--- src/xip_pkg.sv ---
// package: constants and carrier types for the xip mode control block
package xip_pkg;
  localparam int VCR_XIP_BIT = 3;
  localparam logic VCR_XIP_RESET = 1'b1;
  localparam int NVCR_XIP_LO = 9;
  localparam int NVCR_XIP_HI = 11;
  localparam logic [2:0] NVCR_XIP_OFF = 3'h7;
  localparam logic [7:0] CMD_FAST_READ = 8'h0B;
  localparam logic [7:0] CMD_DUAL_IO_READ = 8'hBB;
  localparam logic [7:0] CMD_QUAD_IO_READ = 8'hEB;
  localparam logic [7:0] CMD_RESET_ENABLE = 8'h66;
  localparam logic [7:0] CMD_RESET_MEMORY = 8'h99;
  localparam int ADDR_BITS = 24;
  localparam logic [4:0] ADDR_CLKS_EXT = 5'h18;
  localparam logic [4:0] ADDR_CLKS_DUAL = 5'h0C;
  localparam logic [4:0] ADDR_CLKS_QUAD = 5'h06;
  localparam logic [4:0] CMD_CLKS_EXT = 5'h08;
  localparam logic [4:0] CMD_CLKS_DUAL = 5'h04;
  localparam logic [4:0] CMD_CLKS_QUAD = 5'h02;

  typedef enum logic [1:0] {
    PROTO_EXT = 2'h0,
    PROTO_DUAL = 2'h1,
    PROTO_QUAD = 2'h2
  } proto_type;

  typedef enum logic [2:0] {
    ST_IDLE = 3'h0,
    ST_CMD = 3'h1,
    ST_ADDR = 3'h3,
    ST_CONFIRM = 3'h2,
    ST_DATA = 3'h6,
    ST_IGNORE = 3'h7
  } state_type;

  typedef struct packed {
    logic select_n;
    logic sclk;
    logic [3:0] dq;
  } link_type;

  typedef struct packed {
    logic xip_active;
    logic vcr_xip_n;
    logic reset_enabled;
    logic soft_reset;
  } status_type;
endpackage

--- src/sync2.sv ---
// two flip-flop synchroniser for link pins
`timescale 1ns/100ps
`default_nettype none
module sync2 #(
  parameter int WIDTH = 1
) (
  input wire logic CLK,
  input wire logic RST,
  input wire logic [WIDTH-1:0] D,
  output logic [WIDTH-1:0] Q
);
  logic [WIDTH-1:0] meta_q;
  // first stage read only by the second
  always_ff @(posedge CLK) begin
    if (RST) begin
      meta_q <= '1;
      Q <= '1;
    end else begin
      meta_q <= D;
      Q <= meta_q;
    end
  end
endmodule
`default_nettype wire

--- src/xip_mode_control.sv ---
// xip mode control: entry, address-only access and exit of execute-in-place
`timescale 1ns/100ps
`default_nettype none
// Operation
// volatile enable bit 3 at 0 arms xip entry; at 1 volatile entry blocked.
// armed device enters xip when confirm bit of next fast read is 0.
// in xip each select starts with address bits at current protocol width.
// confirm bit 1 ending xip sets volatile bit 3 back to 1.
// basic variant enters xip on confirm 0 after any fast read.
// nonvolatile bits 11..9 selecting xip give xip active at power up.
// confirm bit is line 0 level at first dummy clock of fast read.
// host gives at least one dummy clock in xip reads.
// confirm 0 keeps xip, confirm 1 returns to command mode.
// dual ignores line 1, quad ignores lines 3..1 at first dummy clock.
// reset pin low pulse exits xip, restoring nonvolatile power-up state.
// reset pin acts only while deselected.
// quad forced exit: line 0 high for seven clocks, then deselect.
// dual forced exit: line 0 high for 13 clocks, then deselect.
// extended forced exit: line 0 high for 25 clocks, then deselect.
// forced exit acts as confirm 1; no reset, no program abort.
// after forced exit host sends reset enable then reset memory.
// soft reset is 66 hex then 99 hex in separate selects.
// xip flag cleared at reset unless nonvolatile boot, updated at confirm samples.
module xip_mode_control (
  input wire logic CLK,
  input wire logic RST,
  input wire logic SELECT_N,
  input wire logic SCLK,
  input wire logic [3:0] DQ_IN,
  input wire logic RESET_PIN_N,
  input wire logic RESET_PIN_ENABLE,
  input wire logic BASIC_XIP,
  input wire logic [1:0] PROTOCOL,
  input wire logic [11:0] NVCR,
  input wire logic VCR_WRITE,
  input wire logic VCR_XIP_WDATA,
  input wire logic [4:0] DUMMY_CLKS,
  output logic XIP_ACTIVE,
  output logic VCR_XIP_N,
  output logic ADDR_VALID,
  output logic [23:0] ADDR,
  output logic SOFT_RESET,
  output logic RESET_ENABLED
);
  // ****************************************************************
  // pin synchronisers
  // ****************************************************************
  xip_pkg::link_type link_raw, link_s;
  logic rst_pin_s;
  assign link_raw = '{select_n: SELECT_N, sclk: SCLK, dq: DQ_IN};
  sync2 #(.WIDTH(7)) u_sync (
    .CLK(CLK),
    .RST(RST),
    .D({link_raw, RESET_PIN_N}),
    .Q({link_s, rst_pin_s})
  );

  logic sclk_q, sel_q, rst_pin_q;
  always_ff @(posedge CLK) begin
    if (RST) begin
      // same level as the synchroniser's reset, so no false edge follows release
      sclk_q <= 1'b1;
      sel_q <= 1'b1;
      rst_pin_q <= 1'b1;
    end else begin
      sclk_q <= link_s.sclk;
      sel_q <= link_s.select_n;
      rst_pin_q <= rst_pin_s;
    end
  end
  logic rise, sel_start, sel_end, pin_pulse_end;
  assign rise = link_s.sclk & ~sclk_q & ~link_s.select_n;
  assign sel_start = sel_q & ~link_s.select_n;
  assign sel_end = ~sel_q & link_s.select_n;
  // reset pulse counted on its rising edge, only while deselected
  assign pin_pulse_end = RESET_PIN_ENABLE & rst_pin_s & ~rst_pin_q & link_s.select_n;

  // ****************************************************************
  // helpers
  // ****************************************************************
  function automatic logic [4:0] addr_clks(input logic [1:0] p);
    case (p)
      xip_pkg::PROTO_DUAL: addr_clks = xip_pkg::ADDR_CLKS_DUAL;
      xip_pkg::PROTO_QUAD: addr_clks = xip_pkg::ADDR_CLKS_QUAD;
      default: addr_clks = xip_pkg::ADDR_CLKS_EXT;
    endcase
  endfunction
  function automatic logic [4:0] cmd_clks(input logic [1:0] p);
    case (p)
      xip_pkg::PROTO_DUAL: cmd_clks = xip_pkg::CMD_CLKS_DUAL;
      xip_pkg::PROTO_QUAD: cmd_clks = xip_pkg::CMD_CLKS_QUAD;
      default: cmd_clks = xip_pkg::CMD_CLKS_EXT;
    endcase
  endfunction
  function automatic logic is_fast_read(input logic [7:0] c);
    is_fast_read = (c == xip_pkg::CMD_FAST_READ) || (c == xip_pkg::CMD_DUAL_IO_READ) ||
                   (c == xip_pkg::CMD_QUAD_IO_READ);
  endfunction

  logic nv_boot;
  assign nv_boot = NVCR[xip_pkg::NVCR_XIP_HI:xip_pkg::NVCR_XIP_LO] != xip_pkg::NVCR_XIP_OFF;

  // ****************************************************************
  // frame sequencer
  // ****************************************************************
  xip_pkg::state_type state_q;
  logic [4:0] cnt_q;
  logic [7:0] cmd_q;
  logic [23:0] addr_q;
  logic [7:0] cmd_next;
  logic [23:0] addr_next;
  logic xip_q, vcr_q, rst_en_q, confirm;

  always_comb begin
    cmd_next = cmd_q;
    addr_next = addr_q;
    case (PROTOCOL)
      xip_pkg::PROTO_DUAL: begin
        cmd_next = {cmd_q[5:0], link_s.dq[1:0]};
        addr_next = {addr_q[21:0], link_s.dq[1:0]};
      end
      xip_pkg::PROTO_QUAD: begin
        cmd_next = {cmd_q[3:0], link_s.dq};
        addr_next = {addr_q[19:0], link_s.dq};
      end
      default: begin
        cmd_next = {cmd_q[6:0], link_s.dq[0]};
        addr_next = {addr_q[22:0], link_s.dq[0]};
      end
    endcase
  end

  // only line 0 is looked at; upper lines are don't care here
  assign confirm = link_s.dq[0];

  always_ff @(posedge CLK) begin
    if (RST || sel_end) begin
      state_q <= xip_pkg::ST_IDLE;
      cnt_q <= 5'h00;
    end else if (sel_start) begin
      // in xip the frame opens straight into the address phase
      state_q <= xip_q ? xip_pkg::ST_ADDR : xip_pkg::ST_CMD;
      cnt_q <= 5'h00;
    end else if (rise) begin
      case (state_q)
        xip_pkg::ST_CMD: begin
          cmd_q <= cmd_next;
          cnt_q <= cnt_q + 5'h01;
          if (cnt_q == cmd_clks(PROTOCOL) - 5'h01) begin
            cnt_q <= 5'h00;
            state_q <= is_fast_read(cmd_next) ? xip_pkg::ST_ADDR : xip_pkg::ST_IGNORE;
          end
        end
        xip_pkg::ST_ADDR: begin
          addr_q <= addr_next;
          cnt_q <= cnt_q + 5'h01;
          if (cnt_q == addr_clks(PROTOCOL) - 5'h01) begin
            cnt_q <= 5'h00;
            state_q <= xip_pkg::ST_CONFIRM;
          end
        end
        xip_pkg::ST_CONFIRM: state_q <= xip_pkg::ST_DATA;
        xip_pkg::ST_DATA: state_q <= xip_pkg::ST_DATA;
        xip_pkg::ST_IGNORE: state_q <= xip_pkg::ST_IGNORE;
        default: state_q <= xip_pkg::ST_IDLE;
      endcase
    end
  end

  logic sample;
  assign sample = rise && state_q == xip_pkg::ST_CONFIRM;
  // forced exit: frame ends before the confirm clock with line 0 high
  logic forced_exit, line0_hi_q;
  always_ff @(posedge CLK) begin
    if (RST || sel_start) begin
      line0_hi_q <= 1'b1;
    end else if (rise) begin
      line0_hi_q <= line0_hi_q & link_s.dq[0];
    end
  end
  assign forced_exit = sel_end && xip_q && line0_hi_q && state_q == xip_pkg::ST_ADDR;

  // ****************************************************************
  // xip flag and volatile enable bit
  // ****************************************************************
  always_ff @(posedge CLK) begin
    if (RST || pin_pulse_end) begin
      xip_q <= nv_boot;
    end else if (sample) begin
      if (!confirm && (xip_q || BASIC_XIP || !vcr_q)) begin
        xip_q <= 1'b1;
      end else if (confirm) begin
        xip_q <= 1'b0;
      end
    end else if (forced_exit) begin
      xip_q <= 1'b0;
    end
  end

  always_ff @(posedge CLK) begin
    if (RST || pin_pulse_end || SOFT_RESET) begin
      vcr_q <= xip_pkg::VCR_XIP_RESET;
    end else if ((sample && confirm && xip_q) || forced_exit) begin
      vcr_q <= 1'b1;
    end else if (VCR_WRITE) begin
      vcr_q <= VCR_XIP_WDATA;
    end
  end

  // ****************************************************************
  // software reset pair
  // ****************************************************************
  logic cmd_done;
  assign cmd_done = sel_end && state_q == xip_pkg::ST_IGNORE;
  always_ff @(posedge CLK) begin
    if (RST) begin
      rst_en_q <= 1'b0;
      SOFT_RESET <= 1'b0;
    end else begin
      SOFT_RESET <= cmd_done && rst_en_q && cmd_q == xip_pkg::CMD_RESET_MEMORY;
      if (cmd_done) begin
        rst_en_q <= cmd_q == xip_pkg::CMD_RESET_ENABLE;
      end else if (sel_end) begin
        rst_en_q <= 1'b0;
      end
    end
  end

  always_ff @(posedge CLK) begin
    if (RST) begin
      ADDR_VALID <= 1'b0;
      ADDR <= 24'h000000;
    end else begin
      ADDR_VALID <= sample;
      if (sample) begin
        ADDR <= addr_q;
      end
    end
  end

  assign XIP_ACTIVE = xip_q;
  assign VCR_XIP_N = vcr_q;
  assign RESET_ENABLED = rst_en_q;

  // ****************************************************************
  // assertions
  // ****************************************************************
  property p_confirm_one_exits;
    @(posedge CLK) disable iff (RST) (sample && confirm && !pin_pulse_end) |=> !XIP_ACTIVE;
  endproperty
  a_confirm_one_exits: assert property (p_confirm_one_exits) else $error("xip not left on confirm 1");
  property p_exit_sets_vcr;
    @(posedge CLK) disable iff (RST) (sample && confirm && XIP_ACTIVE) |=> VCR_XIP_N;
  endproperty
  a_exit_sets_vcr: assert property (p_exit_sets_vcr) else $error("enable bit not restored");
  property p_blocked_entry;
    @(posedge CLK) disable iff (RST)
      (sample && !XIP_ACTIVE && VCR_XIP_N && !BASIC_XIP && !pin_pulse_end) |=> !XIP_ACTIVE;
  endproperty
  a_blocked_entry: assert property (p_blocked_entry) else $error("xip entered while disarmed");
  property p_armed_entry;
    @(posedge CLK) disable iff (RST) (sample && !confirm && !VCR_XIP_N && !pin_pulse_end) |=> XIP_ACTIVE;
  endproperty
  a_armed_entry: assert property (p_armed_entry) else $error("armed entry missed");
  property p_basic_entry;
    @(posedge CLK) disable iff (RST) (sample && !confirm && BASIC_XIP && !pin_pulse_end) |=> XIP_ACTIVE;
  endproperty
  a_basic_entry: assert property (p_basic_entry) else $error("basic entry missed");
  property p_xip_frame_addr;
    @(posedge CLK) disable iff (RST) (sel_start && XIP_ACTIVE) |=> state_q == xip_pkg::ST_ADDR;
  endproperty
  a_xip_frame_addr: assert property (p_xip_frame_addr) else $error("xip frame not address first");
  property p_pin_reset;
    @(posedge CLK) disable iff (RST) pin_pulse_end |=> (XIP_ACTIVE == $past(nv_boot) && VCR_XIP_N);
  endproperty
  a_pin_reset: assert property (p_pin_reset) else $error("pin reset state wrong");
  property p_forced_exit;
    @(posedge CLK) disable iff (RST) (forced_exit && !pin_pulse_end) |=> (!XIP_ACTIVE && !SOFT_RESET);
  endproperty
  a_forced_exit: assert property (p_forced_exit) else $error("forced exit wrong");
  property p_flag_stable;
    @(posedge CLK) disable iff (RST) (!sample && !forced_exit && !pin_pulse_end) |=> $stable(XIP_ACTIVE);
  endproperty
  a_flag_stable: assert property (p_flag_stable) else $error("xip flag moved off sample");
endmodule
`default_nettype wire

--- config.mk ---
export PLATFORM = sky130hd
export DESIGN_NAME = xip_mode_control
export DESIGN_NICKNAME = d
export VERILOG_FILES = /design/src/xip_pkg.sv /design/src/sync2.sv /design/src/xip_mode_control.sv
export SDC_FILE = /design/constraint.sdc
export NUM_CORES = 1
export LEC_CHECK = 0
export ABC_AREA = 1
export BUFFER_PORTS_ARGS = -buffer_cell sky130_fd_sc_hd__buf_2
export CORE_MARGIN = 4
export CORE_UTILIZATION = 40
export CTS_CLUSTER_DIAMETER = 40
export CTS_CLUSTER_SIZE = 24
export DETAILED_ROUTE_END_ITERATION = 16
export PLACE_DENSITY = 0.65
export SETUP_SLACK_MARGIN = 0.5
export SYNTH_ARGS = -nofsm -noshare
export SYNTH_HDL_FRONTEND = slang
export SYNTH_SLANG_ARGS = --single-unit
export TNS_END_PERCENT = 1
--- constraint.sdc ---
create_clock -name CLK -period 2.7 [get_ports CLK]
set_input_delay 0.135 -clock CLK [delete_from_list [all_inputs] [get_ports CLK]]
set_output_delay 0.135 -clock CLK [all_outputs]
set_load 0.01 [all_outputs]
==> reports/metrics.yaml, run 1 <==
critPathLaunchType: "flop"
synth_nets: 492
track_usage_pct: 14.7
rsz0062_at_grt: "no"
cts_setup_buffers: 0
cts_tree: "built"
antenna_found_initial: 0
drc: 0
stdcell_count: 643
synth_compound_area_share_pct: 14.6
crit_arrival_ns: 1.95
synth_area_leaders: "dfxtp_1 (28%), edfxtp_1 (26%), nand2_1 (8.3%)"
power.density_nw_per_um2: 546
pre_cts_ws_ns: 0.660
comb_power_share_pct: 7.9
cp_max_fo: 24
p_seq_share_pct: 57.2
drv_cap: 0
die_area_um2: 11100
overflow: 0
synthMuxAreaShare_pct: 0
port-buffer-count: 46
clkTransAtPathRegs_ns: 0.09
std_cell_rows: 35
postSynthCellCount: 455
place_congestion: 0.884
wl_per_cell_um: 12.1
drt_iter0_markers: 160
avgSynthCellArea_um2: 8.35
clk_latency_ns: 0.35
ys_seq_area_share_pct: 54.5
ys_ff_latch: 87
post-route-period-util_pct: 71.5
peakVddDrop_uv: 381
synth_cell_types: 28
ys.warnings.count: 0
antenna_left: 0
ctsRootBufferMaster: "clkbuf_8"
max_freq_mhz: 518
worstMarginPinSlew_ns: 0.624
min_period_ns: 1.93
dp_hpwl_um: 5440
fin_setup_tns_ns: 0
nFillCells: 929
layout_commonest_cell: "nand2_1"
maxSlewViolCount: 0
initial_core_util_pct: 41.1
slew_headroom_pct: 58.3
worstPathRequired_ns: 2.72
final_cell_mix: "nand2_1 (84), nor2_1 (55), dfxtp_1 (54)"
via_count: 3157
dr.pass1.iters: 4
setup_violations: 0
syn_area_um2: 3800
synth_xor_area_share_pct: 0.461
grt_max_degree: 46
core_um2: 9240
routed_wl_um: 7800
synthToLayoutAreaGrowth_pct: 16.9
h-tree-depth: 3
synth_top_area_share_pct: 28.5
skew_ns: 0.0110
critPathKind: "reg2reg"
cts_max_path_buffers: 2
multiInputGateArea_um2: 1460
placed_area_um2: 4180
timing.final.ws_setup_ns: 0.770
critPathCaptureType: "flop"
p_leak_uw: 0.00193
switchingPower_uw: 581
final_area_um2: 4440
hp-start: "VCR_XIP_WDATA"
drive_gt1_share_pct: 17.7
nNetsFinal: 546
synthAdderAreaFrac_pct: 1.65
startpoint: "u_sync.Q[6]"
p_int_uw: 1840
regArea_um2: 2070
finalHoldViolations: 0
p_clk_share_pct: 34.9
cts-buffers-inserted: 9
synth_top_family_by_area: "simple AND/OR/NAND/NOR gates"
dp.cells: 620
cts_sinks: 87
fp.dieH_um: 105
io-pin-count: 61
first_global_vias: 2989
die_w_um: 105
n_antenna_cell: 0
grt_pass1_wl_um: 13500
vias_per_cell: 4.91
cts_resized: 0
status: "completed"
total_power_uw: 2430
timing.rr.start: "u_sync.Q[6]"
hold_class: "in2reg"
synth-simple-area-share_pct: 21.5
power_switching_share_pct: 23.9
synth_top_area_cell: "dfxtp_1"
## layout make-up
cell class                 count  share of cell area, %
sequential                    87                   46.6
clock inverter                 6                  0.901
multi-input combinational    298                   33.0
tap                          129                   3.63
timing repair buffer          61                   8.11
clock buffer                  10                   3.35
inverter                      52                   4.39
## timing repair
action                                  in CTS  in global routing
hold endpoints to repair                     7                  0
hold buffers                                 7                  0
endpoints found under the setup margin       0                  0
## synth_stat cells
master,n
nand2_1,84
nor2_1,55
dfxtp_1,54
inv_1,51
o21ai_0,51
a21oi_1,34
edfxtp_1,33
or2_2,17
o22ai_1,14
nand3_1,13
buf_2,9
clkbuf_1,8
nand4_1,7
ha_1,5
nor3_1,3
nor4_1,3
a31oi_1,2
nor3b_1,2
a211oi_1,1
a41o_1,1
buf_1,1
inv_2,1
nor3_2,1
nor4_4,1
o21a_1,1
o21ai_1,1
xnor2_1,1
xor2_1,1
## power by group through the flow
stage	registers, uW	logic (uW)	clock network, uW
after global routing	1390	222	941
final	1390	192	846
after floorplan	1420	135	0
after detailed placement	1420	183	0
after global placement	1420	180	0
after CTS	1390	192	871
## per-layer routing
metal | share of wire (%) | vias to the layer above | wire, um | global-route usage [%]
li1 | - | 1621 | - | -
met1 | 46 | 1442 | 3620 | 19.3
met2 | 46 | 84 | 3620 | 23.9
met3 | 5.8 | 10 | 449 | 3.43
met4 | 1.4 | 0 | 109 | 4.97
met5 | 0 | - | 0 | 0
## final timing paths
path                       to  slack, ns  cells after the start
setup / recovery    addr_q[8]       0.77                      8
hold / removal      VCR_XIP_N       0.03                      3
setup reg to reg    addr_q[8]       0.77                      8
hold reg to reg   u_sync.Q[3]       0.41                      1
## metrics by stage
stage	hold slack (ns)	util, %
after global routing	0.0254	48.1
final	0.0264	48.1
after detailed placement	0.320	45.3
after CTS	0.0119	48.1
after global placement	0.317	45.3
after floorplan	0.239	-
## critical path, cell delays in order, from the launching register on
cell and delay, ns:
dfxtp_1 0.35, inv_1 0.08, nor2_1 0.06, nor2_1 0.22
inv_1 0.11, nor2_1 0.19, inv_1 0.13, nor3_4 0.11
buf_4 0.34
## kinds of logic (layout without fill, tap and decap cells)
| kind of cell | count (synthesis) | after routing |
|---|---|---|
| compound gates | 105 | 105 |
| buf+inv | 70 | 129 |
| flops | 87 | 87 |
| fa+ha+maj | 5 | 5 |
| xor+xnor | 2 | 2 |
| simple gates | 186 | 186 |
## registers in the layout, indices dropped and copies added, names as in the netlist, 3 cells and up
signal and flops:
cmd_q 8, ADDR 24, u_sync.meta_q 7, u_sync.Q 7, state_q 3, cnt_q 5
addr_q 24
No activity file was read; power rests on OpenSTA's default activity.
==> run 2: changes to the inputs <==
clock period = 1.6 ns   (was 2.7 ns; I/O delays follow)
==> run 2 against run 1 <==
  * Largest power group unchanged
  * Routed wire length up 17%
  * Critical endpoint is now addr_q[4]
  * Combinational power grew 110%
  * Via count rose by 8.0%
  * First-iteration DRC count up 24%
  * Total power up 76%
  * Flip-flop and latch count unchanged
==> reports/metrics.yaml, run 2 (synthesis gave the netlist of run 1 again) <==
dp.cells: 640  # +3.2%
timing.final.ws_setup_ns: 0.0454  # -0.724 ns
port-buffer-count: 46  # unchanged
max_freq_mhz: 643  # +24%
timing.rr.start: "sel_q"
wl_per_cell_um: 13.3  # +9.4%
nNetsFinal: 589  # +7.9%
r2r-end: "addr_q[4]"
setup_violations: 0  # unchanged
final_cell_mix: "nand2_1 (76), dfxtp_1 (47), nor2_1 (46), buf_2 (46), inv_1 (43)"
ff2ff_setup_slack_ns: 0.05  # -0.72 ns
stdcell_count: 686  # +6.7%
crit_arrival_ns: 1.63  # -0.32 ns
dr.pass1.iters: 5  # +1
h-tree-depth: 3  # unchanged
overflow: 0  # unchanged
pre_cts_ws_ns: -0.0933  # -0.753 ns
drc: 0  # unchanged
slowest_stage: "dfxtp_1"
n_antenna_cell: 0  # unchanged
antenna_left: 0  # unchanged
hold_class: "in2reg"
p_leak_uw: 0.00222  # +15%
grt_max_degree: 27  # -41%
clkTransAtPathRegs_ns: 0.09  # about the same
reg_top3: "ADDR x24, addr_q x24, cmd_q x8"
fp.dieH_um: 105  # unchanged
fin_setup_tns_ns: 0  # unchanged
vias_per_cell: 4.97  # +1.3%
via_count: 3411  # +8.0%
drv_cap: 0  # unchanged
drt_iter0_markers: 199  # +24%
peakVddDrop_uv: 522  # +37%
hold_end: "state_q[0]"
status: "completed"
die_w_um: 105  # unchanged
reg2reg_depth: 8  # unchanged
ctsRootBufferMaster: "clkbuf_8"
critPathCaptureType: "flop"
hold_path_depth: 5  # +2
cp_max_fo: 6  # -75%
core_um2: 9240  # unchanged
slew_headroom_pct: 79.2  # +21 points
post-route-period-util_pct: 97.2  # +26 points
initial_core_util_pct: 41.1  # unchanged
worstMarginPinSlew_ns: 0.312  # -0.312 ns
synthToLayoutAreaGrowth_pct: 34.6
finalHoldViolations: 0  # unchanged
worstPathRequired_ns: 1.68  # -1.04 ns
drive_gt1_share_pct: 31.2  # +14 points
antenna_found_initial: 0  # unchanged
cts_tree: "built"
critPathKind: "reg2reg"
std_cell_rows: 35  # unchanged
clk_latency_ns: 0.35  # about the same
cts_sinks: 87  # unchanged
skew_ns: 0.00876  # -0.00227 ns
place_congestion: 0.868  # -1.7%
max_stage_delay_ns: 0.35  # about the same
cts_max_path_buffers: 2  # unchanged
io-pin-count: 61  # unchanged
die_area_um2: 11100  # unchanged
track_usage_pct: 16.9  # +2.1 points
cp_cell_sequence: "inv_1 > nor2_1 > buf_4 > nor2_4 > inv_2 > nor3_4 > buf_6 > buf_16"
routed_wl_um: 9100  # +17%
power.density_nw_per_um2: 837  # +53%
cts-buffers-inserted: 9  # unchanged
first_global_vias: 3239  # +8.4%
nFillCells: 815  # -12%
maxSlewViolCount: 0  # unchanged
layout_commonest_cell: "nand2_1"
min_period_ns: 1.55  # -0.376 ns
grt_pass1_wl_um: 15200  # +12%
hp-start: "RST"
critPathLaunchType: "flop"
rsz0062_at_grt: "yes"
dp_hpwl_um: 5680  # +4.3%
run 2: changes by cell type in the layout (fill, tap and decap cells not counted), sizes merged:
cell / change
clkinv: -1
dlygate4sd3: +2
clkbuf: +1
buf: +41
run 2: final cells by class:
cell class,count,area [um^2],area share [%]
flip-flops and latches,87,2080,40.7
clock inverters,5,48.8,0.954
inverters,52,206,4.04
well taps,129,161,3.16
multi-input cells,298,1600,31.2
clock buffers,11,151,2.96
repair buffers,104,865,16.9
run 2: timing repair:
action | in CTS | in global routing
setup buffers | 14 | 2
resized for setup | 14 | 51
hold buffers | 9 | 0
gates cloned | 5 | 0
endpoints found under the setup margin | 78 | 100
pin swaps | 8 | 23
endpoints found under the hold margin | 8 | 0
run 2: metrics by stage:
step / cell area [um^2] / util, % / hold WS, ns / power, uW
3_3_place_gp: 4390 / 47.5 / 0.264 / 2740
3_5_place_dp: 4390 / 47.5 / 0.266 / 2750
2_1_floorplan: 3840 / - / 0.184 / 2630
6_report: 5110 / 55.3 / 0.115 / 4280
4_1_cts: 4960 / 53.7 / 0.116 / 4300
5_1_grt: 5110 / 55.3 / 0.136 / 4490
run 2: worst max path at each step:
stage                            end  slack (ns)  cells after the start         from
after CTS                  addr_q[1]        0.06                      9  u_sync.Q[6]
after global routing        cmd_q[2]       -0.04                      9  u_sync.Q[6]
after floorplan            addr_q[0]       -0.22                      7  u_sync.Q[6]
after detailed placement    cnt_q[4]       -0.09                     12  PROTOCOL[0]
after global placement    state_q[2]       -0.06                     14  PROTOCOL[0]
final                      addr_q[4]        0.05                      8        sel_q
run 2: critical path, delay by kind of cell (launching register included):
kind / cells / cell delay (ns)
buffers and inverters: 5 / 0.57
DFF: 1 / 0.35
and+or+nand+nor: 3 / 0.35
run 2: metal layers:
layer / track usage (%) / vias to the layer above / share of wire, %
li1: - / 1715 / -
met3: 4.29 / 9 / 5.3
met4: 5.06 / 0 / 1.2
met5: 0 / - / 0
met2: 27.5 / 98 / 47
met1: 22.1 / 1589 / 46
run 2: power breakdown:
group | total (uW) | leakage (uW) | switching [uW] | internal (uW)
clock | 1530 | 0.000104 | 845 | 683
sequential | 2340 | 0.000741 | 14.6 | 2330
combinational | 411 | 0.00137 | 230 | 181
total | 4280 | 0.00222 | 1090 | 3190
==> run 3: changes to the inputs <==
ABC_AREA = 0   (was 1)
==> run 3 against run 2 <==
  * The flow now finishes with violations (setup timing)
  * Register-to-register slack got worse by 0.21 ns
  * Routed wire length shrank 7.9%
  * Maximum frequency decreased by 12%
  * Critical endpoint is now state_q[1]
  * Largest cell class unchanged
  * Largest power group unchanged
==> reports/metrics.yaml, run 3 <==
critPathCapture: "state_q[1]"
synth_top_area_cell: "dfxtp_1"
switchingPower_uw: 1020  # -6.6%
antenna_left: 0  # unchanged
syn_area_um2: 3700  # -2.6%
max_freq_mhz: 566  # -12%
synth_cell_types: 44  # +57%
overflow: 0  # unchanged
timing.final.ws_setup_ns: -0.168  # -0.213 ns
grtUsageMet2_pct: 27.9  # +0.40 points
synth_ff_type: "dfxtp_1"
nNetsFinal: 505  # -14%
power_switching_share_pct: 24.2  # -1.3 points
startpoint: "u_sync.Q[6]"
cp_max_fo: 4  # -2
final_cell_mix: "nand2_1 (87), dfxtp_1 (50), buf_2 (44)"
synthToLayoutAreaGrowth_pct: 32.4
hold_class: "in2reg"
reg2reg_depth: 5  # -3
avgSynthCellArea_um2: 9.61  # +15%
postSynthCellCount: 385  # -15%
std_cell_rows: 34  # -2.9%
crit_arrival_ns: 2.02  # +0.39 ns
reg_top3: "ADDR x24, addr_q x24, cmd_q x8"
setup_violations: 67  # +67
timing.rr.start: "u_sync.Q[6]"
die_area_um2: 10900  # -2.4%
fp.dieH_um: 104  # -1.2%
vias_per_cell: 5.30  # +6.6%
critPathKind: "reg2reg"
post-route-period-util_pct: 110  # +13 points
io-pin-count: 61  # unchanged
p_leak_uw: 0.00189  # -14%
layout_commonest_cell: "nand2_1"
synth_nets: 422  # -14%
min_period_ns: 1.77  # +0.213 ns
critPathLaunchType: "flop"
dr.pass1.iters: 5  # unchanged
comb_power_share_pct: 10.0  # +0.4 points
place_congestion: 0.880  # +1.3%
grt_max_degree: 52  # +93%
antenna_found_initial: 0  # unchanged
maxSlewViolCount: 0  # unchanged
ff2ff_setup_slack_ns: -0.17  # -0.21 ns
drc: 0  # unchanged
p_int_uw: 3190  # +0.11%
utilization_pct: 55.4  # about the same
synth_top_area_share_pct: 29.2  # +0.76 points
worstMarginPinSlew_ns: 0.499  # +0.187 ns
drv_cap: 0  # unchanged
synth-edff-count: 33  # unchanged
synth_area_leaders: "dfxtp_1 (29%), edfxtp_1 (27%), nand2_1 (8.8%)"
initial_core_util_pct: 41.8  # +0.70 points
peakVddDrop_uv: 529  # +1.3%
port-buffer-count: 46  # unchanged
grt_busiest_layer: "met2"
drt_iter0_markers: 125  # -37%
slew_headroom_pct: 66.3  # -13 points
wl_per_cell_um: 14.4  # +8.7%
cts_sinks: 87  # unchanged
yosysMostFrequentCell: "nand2_1"
cts_max_path_buffers: 2  # unchanged
dp_hpwl_um: 5740  # +1.1%
cts_setup_buffers: 0  # -14
synth_top_cells_by_count: "nand2_1 (87), dfxtp_1 (54), edfxtp_1 (33), o21ai_0 (29)"
r2r-end: "state_q[1]"
worstPathRequired_ns: 1.85  # +0.17 ns
power.density_nw_per_um2: 860  # +2.7%
status: "complete, but fails checks"
first_global_vias: 2941  # -9.2%
via_count: 3081  # -9.7%
rsz0062_at_grt: "yes"
h-tree-depth: 3  # unchanged
ctsRootBufferMaster: "clkbuf_8"
dp.cells: 556  # -13%
hold_path_depth: 3  # -2
p_clk_share_pct: 34.4  # -1.3 points
ys_async_sr_fraction_pct: 0  # unchanged
die_w_um: 104  # -1.2%
cts_tree: "built"
n_antenna_cell: 0  # unchanged
fin_setup_tns_ns: -5.98  # -5.98 ns
gr-usage-met3_pct: 3.60  # -0.69 points
ys_ff_latch: 87  # unchanged
track_usage_pct: 15.6  # -1.3 points
met1_usage_pct: 17.9  # -4.1 points
routed_wl_um: 8380  # -7.9%
core_um2: 8850  # -4.2%
cts-buffers-inserted: 9  # unchanged
violations: "setup timing"
clkTransAtPathRegs_ns: 0.08  # about the same
ys_seq_area_share_pct: 56.0  # +1.5 points
finalHoldViolations: 0  # unchanged
drive_gt1_share_pct: 34.7  # +3.4 points
critPathCaptureType: "flop"
clk_latency_ns: 0.36  # about the same
stdcell_count: 581  # -15%
grt_pass1_wl_um: 13900  # -8.5%
p_seq_share_pct: 55.6  # +0.9 points
skew_ns: 0.0135  # +0.00474 ns
ys.warnings.count: 0  # unchanged
[run 3: changes by cell type after synthesis, sizes merged, moves of 6 or more]
cell,delta
o22ai,-13
xor2,+6
a21oi,-6
nand3,-11
clkbuf,+14
a22oi,+28
buf,-6
o21ai,-23
nor2,-44
inv,-45
[run 3: worst max-delay path, cell delays in order (launching register included)]
cell       delay, ns
dfxtp_2         0.33
or3b_4          0.37
or3b_4          0.43
o31ai_2         0.21
a21oi_1         0.11
a2111oi_2       0.21
[run 3: worst min path at each step]
stage               slack, ns        start          endpoint
CTS                      0.07          RST         VCR_XIP_N
global route             0.11          RST         VCR_XIP_N
finish                   0.09          RST         VCR_XIP_N
global placement         0.26     DQ_IN[2]  u_sync.meta_q[3]
floorplan                0.18  RESET_PIN_N  u_sync.meta_q[0]
detailed placement       0.27     DQ_IN[1]  u_sync.meta_q[2]
[run 3: per-layer routing]
layer | vias up | part of all wire [%]
li1 | 1534 | -
met1 | 1450 | 42
met2 | 84 | 53
met3 | 13 | 3.6
met4 | 0 | 1.3
met5 | - | 0
[run 3: logic make-up after synthesis]
group	Yosys count	share of synthesized area (%)
buf+inv	33	3.48
xor+xnor	10	2.37
compound gates	101	16.9
mux	1	0.304
simple gates	148	19.2
fa+ha+maj	5	1.69
flops	87	56.0
[run 3: timing repair]
item | CTS | global route
pin swaps | 16 | 9
hold buffers | 9 | 0
cloned | 0 | 0
resized for setup | 25 | 52
endpoints found under the hold margin | 8 | 0
setup endpoints to repair | 101 | 99
[run 3: stage by stage]
stage               total power, uW  setup slack (ns)  instance area (um^2)  hold WS (ns)
detailed placement             2720            -0.304                  4340         0.268
floorplan                      2600            -0.391                  3730         0.184
finish                         4210            -0.168                  4900        0.0853
global route                   4380            -0.226                  4900         0.107
global placement               2710            -0.241                  4340         0.263
CTS                            4200            -0.163                  4720        0.0655
[run 3: area by class of cell]
cell class                      count  area (um^2)
Inverter                            7         28.8
Multi-Input combinational cell    265         1720
Clock buffer                       12          156
Tap cell                          108          135
Fill cell                         755         3950
Timing Repair Buffer               98          754
Sequential cell                    87         2080
Clock inverter                      4         30.0
[run 3: power by group through the flow]
| stage | logic (uW) | clock network (uW) | registers [uW] |
|---|---|---|---|
| floorplan | 209 | 0 | 2390 |
| global placement | 320 | 0 | 2390 |
| detailed placement | 328 | 0 | 2390 |
| CTS | 375 | 1490 | 2340 |
| global route | 467 | 1570 | 2340 |
| finish | 422 | 1450 | 2340 |
